==> config.mk <==
export PLATFORM = sky130hd
export DESIGN_NAME = pm1_event_block
export DESIGN_NICKNAME = d
export VERILOG_FILES = /design/src/pm1_pkg.sv /design/src/pm1_event_block.sv
export SDC_FILE = /design/constraint.sdc
export NUM_CORES = 1
export LEC_CHECK = 0
export ABC_AREA = 1
export BUFFER_PORTS_ARGS = -buffer_cell sky130_fd_sc_hd__buf_2
export CORE_UTILIZATION = 27
export CTS_CLUSTER_DIAMETER = 60
export DETAILED_ROUTE_END_ITERATION = 8
export SETUP_SLACK_MARGIN = 0.3
export SYNTH_ARGS = -nofsm -noshare
export SYNTH_HDL_FRONTEND = slang
export SYNTH_SLANG_ARGS = --single-unit
==> constraint.sdc <==
create_clock -name clk_sys -period 2.7 [get_ports clk_sys]
set_clock_uncertainty 0.2 [all_clocks]
set_input_delay 0.405 -clock clk_sys [delete_from_list [all_inputs] [get_ports clk_sys]]
set_output_delay 0.405 -clock clk_sys [all_outputs]
set_load 0.005 [all_outputs]
==> src/pm1_pkg.sv <==
// Package for the power event block: register indices, field positions,
// reset values and the request structs used on the three access ports.
// Assumes one system clock; all requests are single-cycle strobes.
package pm1_pkg;

   // Configuration register indices (activate, base high, base low).
   localparam logic [7:0] CFG_ACTIVATE   = 8'h30;
   localparam logic [7:0] CFG_BASE_HIGH  = 8'h60;
   localparam logic [7:0] CFG_BASE_LOW   = 8'h61;
   localparam int         ACTIVATE_BIT   = 0;
   localparam logic [7:0] CFG_RESET      = 8'h00;
   localparam logic [7:0] BASE_HIGH_MASK = 8'h0f;
   localparam logic [7:0] BASE_LOW_MASK  = 8'hf8;

   // Host I/O offsets within the eight-byte window.
   localparam logic [2:0] OFF_STATUS_1   = 3'h0;
   localparam logic [2:0] OFF_STATUS_2   = 3'h1;
   localparam logic [2:0] OFF_ENABLE_1   = 3'h2;
   localparam logic [2:0] OFF_ENABLE_2   = 3'h3;
   localparam logic [2:0] OFF_CONTROL_1  = 3'h4;
   localparam logic [2:0] OFF_CONTROL_2  = 3'h5;

   // Controller-side register indices.
   localparam logic [1:0] EC_STATUS      = 2'h0;
   localparam logic [1:0] EC_ENABLE      = 2'h1;
   localparam logic [1:0] EC_CONTROL     = 2'h2;
   localparam logic [1:0] EC_SCI_STATUS  = 2'h3;

   // Field layout: status bits, enables at matching positions.
   localparam int         POWER_BIT      = 0;
   localparam int         SLEEP_BIT      = 1;
   localparam int         ALARM_BIT      = 2;
   localparam int         OVERRIDE_BIT   = 3;
   localparam int         WAKE_BIT       = 7;
   localparam int         OVR_EN_BIT     = 1;
   localparam int         SLP_TYPE_LSB   = 2;
   localparam int         SLEEP_ENABLE_BIT     = 5;
   localparam logic [7:0] STATUS_MASK    = 8'h8f;
   localparam logic [7:0] ENABLE_MASK    = 8'h07;
   localparam logic [7:0] CONTROL_MASK   = 8'h3e;
   localparam logic [7:0] PM_RESET       = 8'h00;

   typedef struct packed {
      logic        rd;
      logic        wr;
      logic [7:0]  index;
      logic [7:0]  data;
   } cfg_req_t;

   typedef struct packed {
      logic        rd;
      logic        wr;
      logic [15:0] addr;
      logic [7:0]  data;
   } io_req_t;

   typedef struct packed {
      logic        rd;
      logic        wr;
      logic [1:0]  addr;
      logic [7:0]  data;
   } ec_req_t;

endpackage
==> src/pm1_event_block.sv <==
// Power event register block: configuration, host I/O window and the
// embedded controller's view of status, enable and control registers.
// Assumes all request strobes come from logic on clk_sys.
//
// What this block does
// [RULE_01] Power button status: controller sets/clears; host one clears, zero ignored.
// [RULE_02] Sleep button status behaves exactly like the power button status.
// [RULE_03] Alarm status set by controller, cleared by host one or controller.
// [RULE_04] Three event enables are host writable, controller read only.
// [RULE_05] Override has controller status bit; its enable is control bit 1.
// [RULE_06] Block fills eight consecutive host I/O addresses from a base.
// [RULE_07] Host decode only while activate register bit 0 is one.
// [RULE_08] Base address high byte from index 0x60, low from 0x61.
// [RULE_09] Software places base on eight-byte boundary at or below 0x0FF8.
// [RULE_10] Status bits clear on host one and on reset; zero ignored.
// [RULE_11] Status sets regardless of enable; SCI only while enable set.
// [RULE_12] Each enable sits at the same position as its status bit.
// [RULE_13] Enable positions lacking a status partner are reserved.
// [RULE_14] Enabled events drive the controller SCI output pin.
// [RULE_15] Controller may assert SCI directly through its own status bit.
// [RULE_16] Block provides wake status, sleep type and sleep enable.
// [RULE_17] Status registers first, then enables, then controls.
// [RULE_18] Second status +1, enable +3, control +5; others read zero.
// [RULE_19] Host write to second status, enable or control interrupts controller.
// [RULE_20] Status bits 0..3 events, bit 7 wake, bits 4..6 zero.
// [RULE_21] Activate and base registers reset to zero, block undecoded.

`timescale 1ns/100ps
`default_nettype none

module pm1_event_block (
   // Clock and reset.
   input  wire logic               clk_sys,
   input  wire logic               reset_n,
   // Configuration port.
   input  wire pm1_pkg::cfg_req_t  cfg_req,
   output logic [7:0]              cfg_rdata,
   // Host I/O port.
   input  wire pm1_pkg::io_req_t   io_req,
   output logic                    io_hit,
   output logic [7:0]              io_rdata,
   // Embedded controller port.
   input  wire pm1_pkg::ec_req_t   ec_req,
   output logic [7:0]              ec_rdata,
   output logic                    ec_irq,
   // Power control outputs.
   output logic                    controller_sci_out_n,
   output logic [2:0]              sleep_type,
   output logic                    sleep_enable
);

   // Configuration state.
   logic [7:0]  activate_q, activate_d;
   logic [7:0]  base_high_q, base_high_d;
   logic [7:0]  base_low_q, base_low_d;
   logic [7:0]  cfg_rdata_q, cfg_rdata_d;

   // Event register state.
   logic [7:0]  status_q, status_d;
   logic [7:0]  enable_q, enable_d;
   logic [7:0]  control_q, control_d;
   logic        sci_status_q, sci_status_d;
   logic        sci_n_q, sci_n_d;
   logic        irq_q, irq_d;
   logic [7:0]  io_rdata_q, io_rdata_d;
   logic [7:0]  ec_rdata_q, ec_rdata_d;

   // Decode helpers.
   logic [11:0] base_addr;
   logic [2:0]  off;
   logic        host_wr;
   logic        host_rd;
   logic        ec_wr_status;
   logic [7:0]  ec_set;
   logic [7:0]  host_clr;
   logic        event_sci;

   // Base address is the twelve-bit relocatable window start.
   assign base_addr = {base_high_q[3:0], base_low_q[7:3], 3'h0}; // RULE_08
   assign off       = io_req.addr[2:0];
   // Window hits only while activated and the upper address matches.
   assign io_hit    = activate_q[pm1_pkg::ACTIVATE_BIT] // RULE_07
                    && (io_req.addr[15:3] == {4'h0, base_addr[11:3]}); // RULE_06
   assign host_wr   = io_hit && io_req.wr;
   assign host_rd   = io_hit && io_req.rd;

   // Configuration next values; fixed zero bits are masked on write.
   always_comb begin
      activate_d  = activate_q;
      base_high_d = base_high_q;
      base_low_d  = base_low_q;
      cfg_rdata_d = cfg_rdata_q;
      if (cfg_req.wr) begin
         case (cfg_req.index)
            pm1_pkg::CFG_ACTIVATE:  activate_d  = cfg_req.data & 8'h01;
            pm1_pkg::CFG_BASE_HIGH:
               base_high_d = cfg_req.data & pm1_pkg::BASE_HIGH_MASK; // RULE_08
            pm1_pkg::CFG_BASE_LOW:
               base_low_d = cfg_req.data & pm1_pkg::BASE_LOW_MASK; // RULE_08
            default:                activate_d  = activate_q;
         endcase
      end
      if (cfg_req.rd) begin
         case (cfg_req.index)
            pm1_pkg::CFG_ACTIVATE:  cfg_rdata_d = activate_q;
            pm1_pkg::CFG_BASE_HIGH: cfg_rdata_d = base_high_q;
            pm1_pkg::CFG_BASE_LOW:  cfg_rdata_d = base_low_q;
            default:                cfg_rdata_d = 8'h00;
         endcase
      end
   end

   // Configuration registers start cleared, so nothing decodes.
   always_ff @(posedge clk_sys or negedge reset_n) begin
      if (!reset_n) begin
         activate_q  <= pm1_pkg::CFG_RESET; // RULE_21
         base_high_q <= pm1_pkg::CFG_RESET; // RULE_21
         base_low_q  <= pm1_pkg::CFG_RESET; // RULE_21
         cfg_rdata_q <= 8'h00;
      end else begin
         activate_q  <= activate_d;
         base_high_q <= base_high_d;
         base_low_q  <= base_low_d;
         cfg_rdata_q <= cfg_rdata_d;
      end
   end

   // Controller status write: ones set, zeros clear; host ones clear.
   assign ec_wr_status = ec_req.wr && (ec_req.addr == pm1_pkg::EC_STATUS);
   assign ec_set   = ec_wr_status ? ec_req.data : 8'h00;
   assign host_clr = (host_wr && off == pm1_pkg::OFF_STATUS_2) ? io_req.data : 8'h00;

   // An event is SCI-worthy only when status and its enable are both set.
   assign event_sci = |(status_q[2:0] & enable_q[2:0]) // RULE_11 RULE_12
                    | (status_q[pm1_pkg::OVERRIDE_BIT]
                       & control_q[pm1_pkg::OVR_EN_BIT]); // RULE_05

   // Event register next values.
   always_comb begin
      status_d     = ec_wr_status ? ec_req.data : status_q; // RULE_01 RULE_02 RULE_03
      // A controller set in the same cycle beats a host clear.
      status_d     = (status_d & ~(host_clr & ~ec_set)) // RULE_10
                   & pm1_pkg::STATUS_MASK; // RULE_20
      enable_d     = enable_q;
      control_d    = control_q;
      sci_status_d = sci_status_q;
      irq_d        = 1'b0;
      if (host_wr) begin
         case (off)
            pm1_pkg::OFF_STATUS_2:  irq_d = 1'b1; // RULE_19
            pm1_pkg::OFF_ENABLE_2: begin
               enable_d = io_req.data & pm1_pkg::ENABLE_MASK; // RULE_04 RULE_13
               irq_d    = 1'b1; // RULE_19
            end
            pm1_pkg::OFF_CONTROL_2: begin
               control_d = io_req.data & pm1_pkg::CONTROL_MASK; // RULE_05 RULE_16
               irq_d     = 1'b1; // RULE_19
            end
            default:                irq_d = 1'b0; // RULE_18
         endcase
      end
      // The controller may only touch the sleep enable in the control register.
      if (ec_req.wr && ec_req.addr == pm1_pkg::EC_CONTROL) begin
         control_d[pm1_pkg::SLEEP_ENABLE_BIT] = ec_req.data[pm1_pkg::SLEEP_ENABLE_BIT];
      end
      if (ec_req.wr && ec_req.addr == pm1_pkg::EC_SCI_STATUS) begin
         sci_status_d = ec_req.data[0]; // RULE_15
      end
      sci_n_d = ~(event_sci | sci_status_q); // RULE_14 RULE_15
   end

   // Host read mux: status, enables, controls in that order.
   always_comb begin
      io_rdata_d = io_rdata_q;
      if (host_rd) begin
         case (off)
            pm1_pkg::OFF_STATUS_2:  io_rdata_d = status_q; // RULE_17
            pm1_pkg::OFF_ENABLE_2:  io_rdata_d = enable_q; // RULE_17
            pm1_pkg::OFF_CONTROL_2: io_rdata_d = control_q; // RULE_17
            default:                io_rdata_d = 8'h00; // RULE_18
         endcase
      end
   end

   // Controller read mux.
   always_comb begin
      ec_rdata_d = ec_rdata_q;
      if (ec_req.rd) begin
         case (ec_req.addr)
            pm1_pkg::EC_STATUS:     ec_rdata_d = status_q;
            pm1_pkg::EC_ENABLE:     ec_rdata_d = enable_q;
            pm1_pkg::EC_CONTROL:    ec_rdata_d = control_q;
            default:                ec_rdata_d = {7'h00, sci_status_q};
         endcase
      end
   end

   // Event registers; status clears on reset.
   always_ff @(posedge clk_sys or negedge reset_n) begin
      if (!reset_n) begin
         status_q     <= pm1_pkg::PM_RESET; // RULE_10
         enable_q     <= pm1_pkg::PM_RESET;
         control_q    <= pm1_pkg::PM_RESET;
         sci_status_q <= 1'b0;
         sci_n_q      <= 1'b1;
         irq_q        <= 1'b0;
         io_rdata_q   <= 8'h00;
         ec_rdata_q   <= 8'h00;
      end else begin
         status_q     <= status_d;
         enable_q     <= enable_d;
         control_q    <= control_d;
         sci_status_q <= sci_status_d;
         sci_n_q      <= sci_n_d;
         irq_q        <= irq_d;
         io_rdata_q   <= io_rdata_d;
         ec_rdata_q   <= ec_rdata_d;
      end
   end

   // Outputs other than io_hit come straight from flip-flops.
   assign cfg_rdata            = cfg_rdata_q;
   assign io_rdata             = io_rdata_q;
   assign ec_rdata             = ec_rdata_q;
   assign ec_irq               = irq_q;
   assign controller_sci_out_n = sci_n_q;
   assign sleep_type   = control_q[pm1_pkg::SLP_TYPE_LSB +: 3]; // RULE_16
   assign sleep_enable = control_q[pm1_pkg::SLEEP_ENABLE_BIT]; // RULE_16
endmodule // pm1_event_block

`default_nettype wire

==> flow_summary.json, run 1 <==
{
  "status": "complete, no violations",
  "pin_count": 89,
  "coreArea_um2": 9280,
  "max_freq_mhz": 475,
  "total_power_mw": 1.48,
  "seq_area_um2": 1200,
  "path_class": "flip-flop to output port",
  "post_cts_buffers": 0,
  "initial_core_util_pct": 28.0,
  "dieArea_um2": 10000,
  "intPower_mw": 1.06,
  "grt_use_total_pct": 13.6,
  "cts_buffers": 5,
  "fp.dieW_um": 100,
  "min_period_ns": 2.10,
  "gp_congestion": 0.850,
  "p_sw_share_pct": 28.2,
  "power.switching_mw": 0.418,
  "relSlewSlack_pct": 66.6,
  "fin_crit_sh_pct": 77.9,
  "ir_drop_v": 0.000219,
  "synth_ff_type": "dfrtp_1",
  "dr.pass1.iters": 4,
  "yosysWarnings": 0,
  "clk_latency_ns": 0.31,
  "hold_viol_final": 0,
  "drive_above_1_share_pct": 31.3,
  "tightest_slew_ns": 0.499,
  "grt_max_degree": 21,
  "die_h_um": 100,
  "drt_wl_total_um": 6590,
  "rsz0062_at_grt": "false",
  "nets": 466,
  "finalSetupViolCount": 0,
  "crit_required_ns": 2.10,
  "ant_nets": 0,
  "n_antenna_cell": 0,
  "end_kind": "output port",
  "fin_util_pct": 35.0,
  "clock-sinks": 48,
  "synth_edf_count": 0,
  "tritoncts": "built",
  "cp_max_fo": 3,
  "final.fill_count": 1011,
  "multiInputGateArea_um2": 1140,
  "grt_first_pass_wirelength_um": 10600,
  "drt_iter0_markers": 103,
  "whs_ns": 0.0918,
  "drc": 0,
  "ys_async_sr_fraction_pct": 100,
  "grt_pass1_vias": 2247,
  "clk_pin_slew_ns": 0.10,
  "place_inst": 529,
  "htree_levels": 2,
  "fin_cells": 538,
  "p_per_area_nw_per_um2": 456,
  "ys_types": 35,
  "num_rows": 35,
  "synth.avg_cell_area_um2": 8.09,
  "wl_per_cell_um": 12.3,
  "cp.arrival_ns": 1.50,
  "tns_ns": 0,
  "hpwl_um": 5320,
  "antenna_found_initial": 0,
  "vias": 2308,
  "clkPwrFrac_pct": 31.9,
  "netlist.area_leader.share_pct": 45.2,
  "slew_violations": 0,
  "grt_overflow_total": 0,
  "hold_class": "input pin to flip-flop",
  "comb_power_share_pct": 14.5,
  "critPathLaunchType": "flip-flop",
  "viasPerCell": 4.29,
  "synth.yosys.seq_area_share_pct": 46.2,
  "cap_violations": 0,
  "port_buffers": 83,
  "cts_buffer_depth": 2,
  "synth_area_leader_cell": "dfrtp_1",
  "synthCells": 322,
  "ys_ff_latch": 48,
  "root_buffer": "clkbuf_8",
  "yosys-top-cells-area": "dfrtp_1 (45%), nand2_1 (12%), inv_1 (7.6%)",
  "area_growth_pct": 24.8,
  "syn_area_um2": 2600,
  "power_leakage_nw": 1.77,
  "seq_power_share_pct": 53.6
}
==> metrics by stage <==
step                instance area, µm²  setup WS, ns
global route                      3250         0.444
global placement                  3140         0.790
CTS                               3250         0.544
detailed placement                3140         0.760
finish                            3250         0.596
floorplan                         2610          1.12
==> power groups by stage <==
stage          sequential, mW  combinational (mW)  clock [mW]
2_1_floorplan           0.799               0.110           0
3_3_place_gp            0.806               0.211           0
3_5_place_dp            0.807               0.216           0
4_1_cts                 0.793               0.218       0.484
5_1_grt                 0.798               0.245       0.511
6_report                0.793               0.215       0.472
==> Yosys cell counts, drive strengths merged (2+ instances only) <==
library cell,count
nand3,21
xnor2,4
nand4,5
o211ai,2
clkbuf,2
o21bai,5
nand2,91
a21oi,10
nor3,5
inv,55
mux2,5
a221oi,3
a22oi,2
a31oi,2
o21ai,18
nor2,31
buf,6
o31ai,4
dfrtp,47
==> registers in the layout, indices dropped and copies added, names as in the netlist, 3 cells and up <==
| signal | count |
|---|---|
| ec_rdata | 7 |
| cfg_rdata | 8 |
| base_low_q | 5 |
| control_q | 5 |
| enable_q | 3 |
| io_rdata | 7 |
| base_high_q | 4 |
| status_q | 5 |
==> worst max-delay path, cell delays in order (launching register included) <==
cell and delay (ns):
dfrtp_1 0.41, xnor2_1 0.19, nand2_1 0.14, nor2_1 0.12, nand3_1 0.15, inv_1 0.08, buf_2 0.11
==> final cells by class <==
type | instances | share of cell area [%]
clock inverters | 2 | 0.424
repair buffers | 86 | 13.6
inverters | 55 | 6.35
well taps | 129 | 4.97
flip-flops and latches | 48 | 37.0
multi-input cells | 212 | 35.2
clock buffers | 6 | 2.54
==> per-layer routing <==
metal  share of wire (%)  GRT usage, %  routed length [µm]  vias to the layer above
met1                  44          17.0                2900                     1055
met5                   0             0                   0                        -
met4                 1.8          5.80                 120                        0
li1                    -             -                   -                     1185
met3                 5.4          2.99                 354                       10
met2                  49          22.7                3220                       58
==> timing repair <==
| action | in CTS | in global routing |
|---|---|---|
| endpoints found under the hold margin | 15 | 0 |
| hold buffers | 1 | 0 |
| resized for setup | 0 | 0 |
==> layout by cell type (no fill, tap or decap), types with 2 or more instances in the layout <==
cell type  count
dfrtp_1       47
xnor2_1        4
nor2_1        23
a31oi_1        2
o21ai_2        5
o21bai_1       5
o21ai_0       11
nand2_2        8
o21ai_1        2
nand4_1        3
mux2_2         5
nand2_1       83
a21oi_1       10
o31ai_1        4
a221oi_1       3
nor2_2         5
inv_1         53
nor3_1         5
inv_2          2
buf_4          2
clkbuf_8       6
buf_2         83
nand3_2        2
nand3_1       18
conb_1         2
nor2_4         2
o211ai_1       2
a22oi_1        2
==> path summary, 6_finish.rpt <==
path | to | from | cells past startpoint | slack (ns)
worst max-delay path | io_hit | base_low_q[5] | 6 | 0.60
worst min-delay path | status_q[1] | ec_req[1] | 3 | 0.09
worst max register to register | enable_q[2] | base_low_q[5] | 8 | 0.92
worst min register to register | cfg_rdata[0] | cfg_rdata[0] | 2 | 0.29
max in group asynchronous | cfg_rdata[3] | reset_n | 3 | 1.34
min in group asynchronous | control_q[1] | reset_n | 2 | 0.34
==> kinds of logic after synthesis <==
group	Yosys count	share of synthesized area, %
muxes	5	2.16
xor gates and xnor gates	4	1.35
other	1	0.144
buffers and inverters	63	10.1
AOI/OAI and AO/OA	47	11.7
DFF	48	46.2
and+or+nand+nor	154	28.4
Power figures use the tool's default switching activity.
==> run 2, diff against run 1 <==
- clock period: 2.7 -> 2.05 ns (I/O delays scaled with it)
==> run 2 against run 1 <==
- combinational power up 50%
- largest cell class is now multi-input combinational cells
- largest power group unchanged
- critical endpoint unchanged
- sequential cell count unchanged
- critical path depth unchanged
- highest routed layer unchanged
==> flow_summary.json, run 2 (synthesized netlist as in run 1, its figures left out) <==
{
  "grt_max_degree": 29,
  "tightest_slew_ns": 0.542,
  "htree_levels": 2,
  "status": "complete, no violations",
  "layout_commonest_cell": "buf_2",
  "critPathLaunchType": "flip-flop",
  "relSlewSlack_pct": 63.7,
  "fin_crit_sh_pct": 90.7,
  "seq_area_um2": 1200,
  "pre_cts_slack_ns": 0.210,
  "setup_slack_ns": 0.191,
  "fp.dieW_um": 100,
  "cp_max_fo": 2,
  "cts_buffer_depth": 2,
  "nets": 490,
  "gp_congestion": 0.834,
  "rsz0062_at_grt": "true",
  "clk_pin_slew_ns": 0.09,
  "wl_per_cell_um": 12.5,
  "total_power_mw": 1.98,
  "p_per_area_nw_per_um2": 551,
  "dr.pass1.iters": 4,
  "clk_latency_ns": 0.30,
  "tritoncts": "built",
  "drt_wl_total_um": 7020,
  "path_class": "flip-flop to output port",
  "largest_register_ffs": 8,
  "max_stage_delay_ns": 0.44,
  "hpwl_um": 5250,
  "ir_drop_v": 0.000274,
  "power_leakage_nw": 1.90,
  "antenna_found_initial": 0,
  "root_buffer": "clkbuf_8",
  "pin_count": 89,
  "slew_violations": 0,
  "grt_use_total_pct": 13.7,
  "die_h_um": 100,
  "max_freq_mhz": 538,
  "drc": 0,
  "end_kind": "output port",
  "vias": 2424,
  "design_area_um2": 3590,
  "hold_class": "input pin to flip-flop",
  "cap_violations": 0,
  "area_growth_pct": 37.9,
  "hold_viol_final": 0,
  "finalSetupViolCount": 0,
  "initial_core_util_pct": 28.0,
  "critPathBufInv": 2,
  "min_period_ns": 1.86,
  "grt_overflow_total": 0,
  "layout_common_cells": "buf_2 (83), nand2_1 (73), inv_1 (50), dfrtp_1 (46), nand2_2 (18)",
  "place_area_um2": 3160,
  "crit_family": "flip-flops",
  "n_antenna_cell": 0,
  "drt_iter0_markers": 84,
  "dieArea_um2": 10000,
  "path_cells": "xnor2_1 > nand2_1 > nor2_2 > nand3_2 > inv_1 > buf_2",
  "final.fill_count": 994,
  "drive_above_1_share_pct": 40.2,
  "cts_buffers": 5,
  "tns_ns": 0,
  "cp_slowest_cell": "dfrtp_2",
  "ant_nets": 0,
  "clock-sinks": 48,
  "grt_pass1_vias": 2244,
  "multiInputGateArea_um2": 1280,
  "crit_required_ns": 1.54,
  "coreArea_um2": 9280,
  "cp.arrival_ns": 1.35,
  "num_rows": 35,
  "grt_first_pass_wirelength_um": 10600,
  "viasPerCell": 4.31,
  "port_buffers": 83
}
run 2: cell types whose count changed in the layout (fill, tap and decap cells not counted), moves of 4 or more:
cell | previous run | this run
nand2_2 | 8 | 18
nor2_1 | 23 | 17
nand2_1 | 83 | 73
dlygate4sd3_1 | 1 | 5
buf_4 | 2 | 14
nor2_2 | 5 | 9
buf_6 | 0 | 5
run 2: stage by stage:
| stage | hold WS, ns | utilization (%) | instances |
|---|---|---|---|
| after detailed placement | 0.106 | 34.0 | 529 |
| final | 0.0169 | 38.7 | 562 |
| after CTS | 0.0186 | 36.2 | 546 |
| after global routing | 0.0145 | 38.7 | 562 |
| after global placement | 0.106 | 34.0 | 529 |
| after floorplan | -0.188 | - | 323 |
run 2: path summary, 6_finish.rpt:
kind	startpoint	endpoint	slack [ns]	cells after the start
max in group asynchronous	reset_n	controller_sci_out_n	0.75	3
max reg2reg	base_low_q[3]	enable_q[2]	0.21	10
min	ec_req[0]	status_q[0]	0.02	3
min reg2reg	cfg_rdata[0]	cfg_rdata[0]	0.28	2
max	base_low_q[3]	io_hit	0.19	6
min in group asynchronous	reset_n	io_rdata[4]	0.30	2
run 2: final cells by class:
class | count | share of cell area, %
Tap cell | 129 | 4.50
Multi-Input combinational cell | 214 | 35.6
Clock inverter | 1 | 0.244
Clock buffer | 7 | 2.41
Inverter | 55 | 5.75
Sequential cell | 48 | 33.5
Timing Repair Buffer | 108 | 18.0
run 2: worst reg2reg max path, delay by kind of cell, from the launching register on:
family | cells | cell delay, ns
and+or+nand+nor | 7 | 0.70
DFF | 1 | 0.44
buffers and inverters | 2 | 0.26
xor gates and xnor gates | 1 | 0.14
run 2: routing by layer:
layer  vias to the layer above  part of all wire (%)  track usage [%]
li1                       1237                     -                -
met1                      1125                    45             17.1
met2                        50                    49             22.8
met3                        12                   3.1             2.65
met4                         0                   2.3             6.02
met5                         -                     0                0
run 2: where the power goes:
group,switching [mW],leakage (nW),internal (mW)
registers,0.0454,0.604,1.00
logic,0.174,1.25,0.148
clock network,0.333,0.0484,0.277
run 2: timing repair:
action                                  4_1_cts  5_1_grt
buffers inserted                              4       14
pin swaps                                     7       14
cloned                                        0        2
hold endpoints to repair                     24        0
resized for setup                             8       29
hold buffers                                  5        0
endpoints found under the setup margin        4       21
==> run 3, diff against run 2 <==
- CTS_BUF_LIST: not set -> sky130_fd_sc_hd__clkbuf_4 sky130_fd_sc_hd__clkbuf_8
==> run 3 against run 2 <==
- cell count did not move
- clock power rose by 2%
- critical path depth did not move
- largest cell class unchanged
- highest routed layer unchanged
- sequential power barely moved
- largest power group unchanged
- sequential cell count did not move
- global-route usage stayed put
- setup slack about the same
- non-clock buffer count is the same
- core utilization hardly changed
==> flow_summary.json, run 3 (synthesized netlist as in run 1, its figures left out) <==
{
  "port_buffers": 83,
  "design_area_um2": 3590,
  "antenna_found_initial": 0,
  "fp.dieW_um": 100,
  "grt_first_pass_wirelength_um": 10600,
  "max_stage_delay_ns": 0.44,
  "clkPwrFrac_pct": 31.4,
  "critPathLaunchType": "flip-flop",
  "vias": 2421,
  "path_cells": "xnor2_1 > nand2_1 > nor2_2 > nand3_2 > inv_1 > buf_2",
  "coreArea_um2": 9280,
  "dr.pass1.iters": 4,
  "largest_register_ffs": 8,
  "fin_crit_sh_pct": 90.7,
  "max_freq_mhz": 538,
  "layout_commonest_cell": "buf_2",
  "clk_latency_ns": 0.31,
  "clock-sinks": 48,
  "gp_congestion": 0.834,
  "hold_viol_final": 0,
  "drt_iter0_markers": 84,
  "seq_area_um2": 1200,
  "p_per_area_nw_per_um2": 554,
  "drc": 0,
  "final.fill_count": 992,
  "cp.arrival_ns": 1.35,
  "cts_buffer_depth": 2,
  "root_buffer": "clkbuf_8",
  "grt_pass1_vias": 2244,
  "path_class": "flip-flop to output port",
  "area_growth_pct": 38.0,
  "p_sw_share_pct": 27.8,
  "wl_per_cell_um": 12.5,
  "drive_above_1_share_pct": 40.4,
  "crit_required_ns": 1.54,
  "slew_violations": 0,
  "power.switching_mw": 0.552,
  "dieArea_um2": 10000,
  "cp_max_fo": 2,
  "multiInputGateArea_um2": 1280,
  "viasPerCell": 4.31,
  "htree_levels": 2,
  "pin_count": 89,
  "crit_family": "flip-flops",
  "finalSetupViolCount": 0,
  "comb_power_share_pct": 16.2,
  "intPower_mw": 1.44,
  "layout_common_cells": "buf_2 (83), nand2_1 (73), inv_1 (50), dfrtp_1 (46), nand2_2 (18)",
  "nets": 490,
  "status": "complete, no violations",
  "relSlewSlack_pct": 63.6,
  "drt_wl_total_um": 7010,
  "end_kind": "output port",
  "whs_ns": 0.0162,
  "tritoncts": "built",
  "r2r_slack_ns": 0.21,
  "ant_nets": 0,
  "n_antenna_cell": 0,
  "critPathBufInv": 2,
  "tightest_slew_ns": 0.544,
  "place_inst": 529,
  "cp_slowest_cell": "dfrtp_2",
  "cap_violations": 0,
  "min_period_ns": 1.86,
  "hpwl_um": 5250,
  "seq_power_share_pct": 52.5,
  "power_leakage_nw": 1.90,
  "grt_overflow_total": 0,
  "fin_cells": 562,
  "tns_ns": 0,
  "die_h_um": 100,
  "place_area_um2": 3160,
  "initial_core_util_pct": 28.0,
  "grt_use_total_pct": 13.7,
  "rsz0062_at_grt": "true",
  "clk_pin_slew_ns": 0.09,
  "cts_buffers": 5,
  "ir_drop_v": 0.000274,
  "hold_class": "input pin to flip-flop",
  "num_rows": 35,
  "grt_max_degree": 29
}
==> run 3: cell type report <==
type	instances	share of cell area (%)
Tap cell	129	4.49
Inverter	55	5.75
Multi-Input combinational cell	214	35.5
Timing Repair Buffer	108	18.0
Clock buffer	7	2.51
Sequential cell	48	33.5
Clock inverter	1	0.244
==> run 3: through the flow <==
| step | worst slack, ns | utilization, % | power, mW |
|---|---|---|---|
| 6_report | 0.191 | 38.7 | 1.99 |
| 5_1_grt | 0.0806 | 38.7 | 2.10 |
| 4_1_cts | 0.171 | 36.3 | 1.99 |
| 3_5_place_dp | 0.210 | 34.0 | 1.35 |
| 3_3_place_gp | 0.271 | 34.0 | 1.34 |
| 2_1_floorplan | 0.521 | - | 1.20 |
==> run 3: metal layers <==
layer	wire length, µm	track usage (%)
met1	3140	17.1
met2	3460	22.8
met3	245	2.65
met4	160	6.02
met5	0	0
==> run 3: tightest hold or removal path: cells and delay by family <==
kind	cells	cell delay, ns
buffers and inverters	1	0.09
AND/OR/NAND/NOR	2	0.09
==> run 3: power by group through the flow <==
stage / clock (mW) / sequential (mW) / combinational [mW]
finish: 0.624 / 1.04 / 0.322
global route: 0.682 / 1.05 / 0.364
CTS: 0.645 / 1.04 / 0.304
detailed placement: 0 / 1.06 / 0.285
global placement: 0 / 1.06 / 0.280
floorplan: 0 / 1.05 / 0.145
==> run 3: path summary, 6_finish.rpt <==
| check | depth (start not counted) | start | endpoint |
|---|---|---|---|
| setup / recovery | 6 | base_low_q[3] | io_hit |
| hold / removal | 3 | ec_req[0] | status_q[0] |
| setup reg to reg | 10 | base_low_q[3] | enable_q[2] |
| hold reg to reg | 2 | cfg_rdata[0] | cfg_rdata[0] |
| max in group asynchronous | 3 | reset_n | controller_sci_out_n |
| min in group asynchronous | 2 | reset_n | io_rdata[4] |
==> run 3: timing repair <==
item / 4_1_cts / 5_1_grt
gates resized for setup: 8 / 29
pin swaps: 7 / 14
buffers inserted: 4 / 14
gates cloned: 0 / 2
hold endpoints to repair: 24 / 0
setup endpoints to repair: 4 / 21
hold buffers: 5 / 0
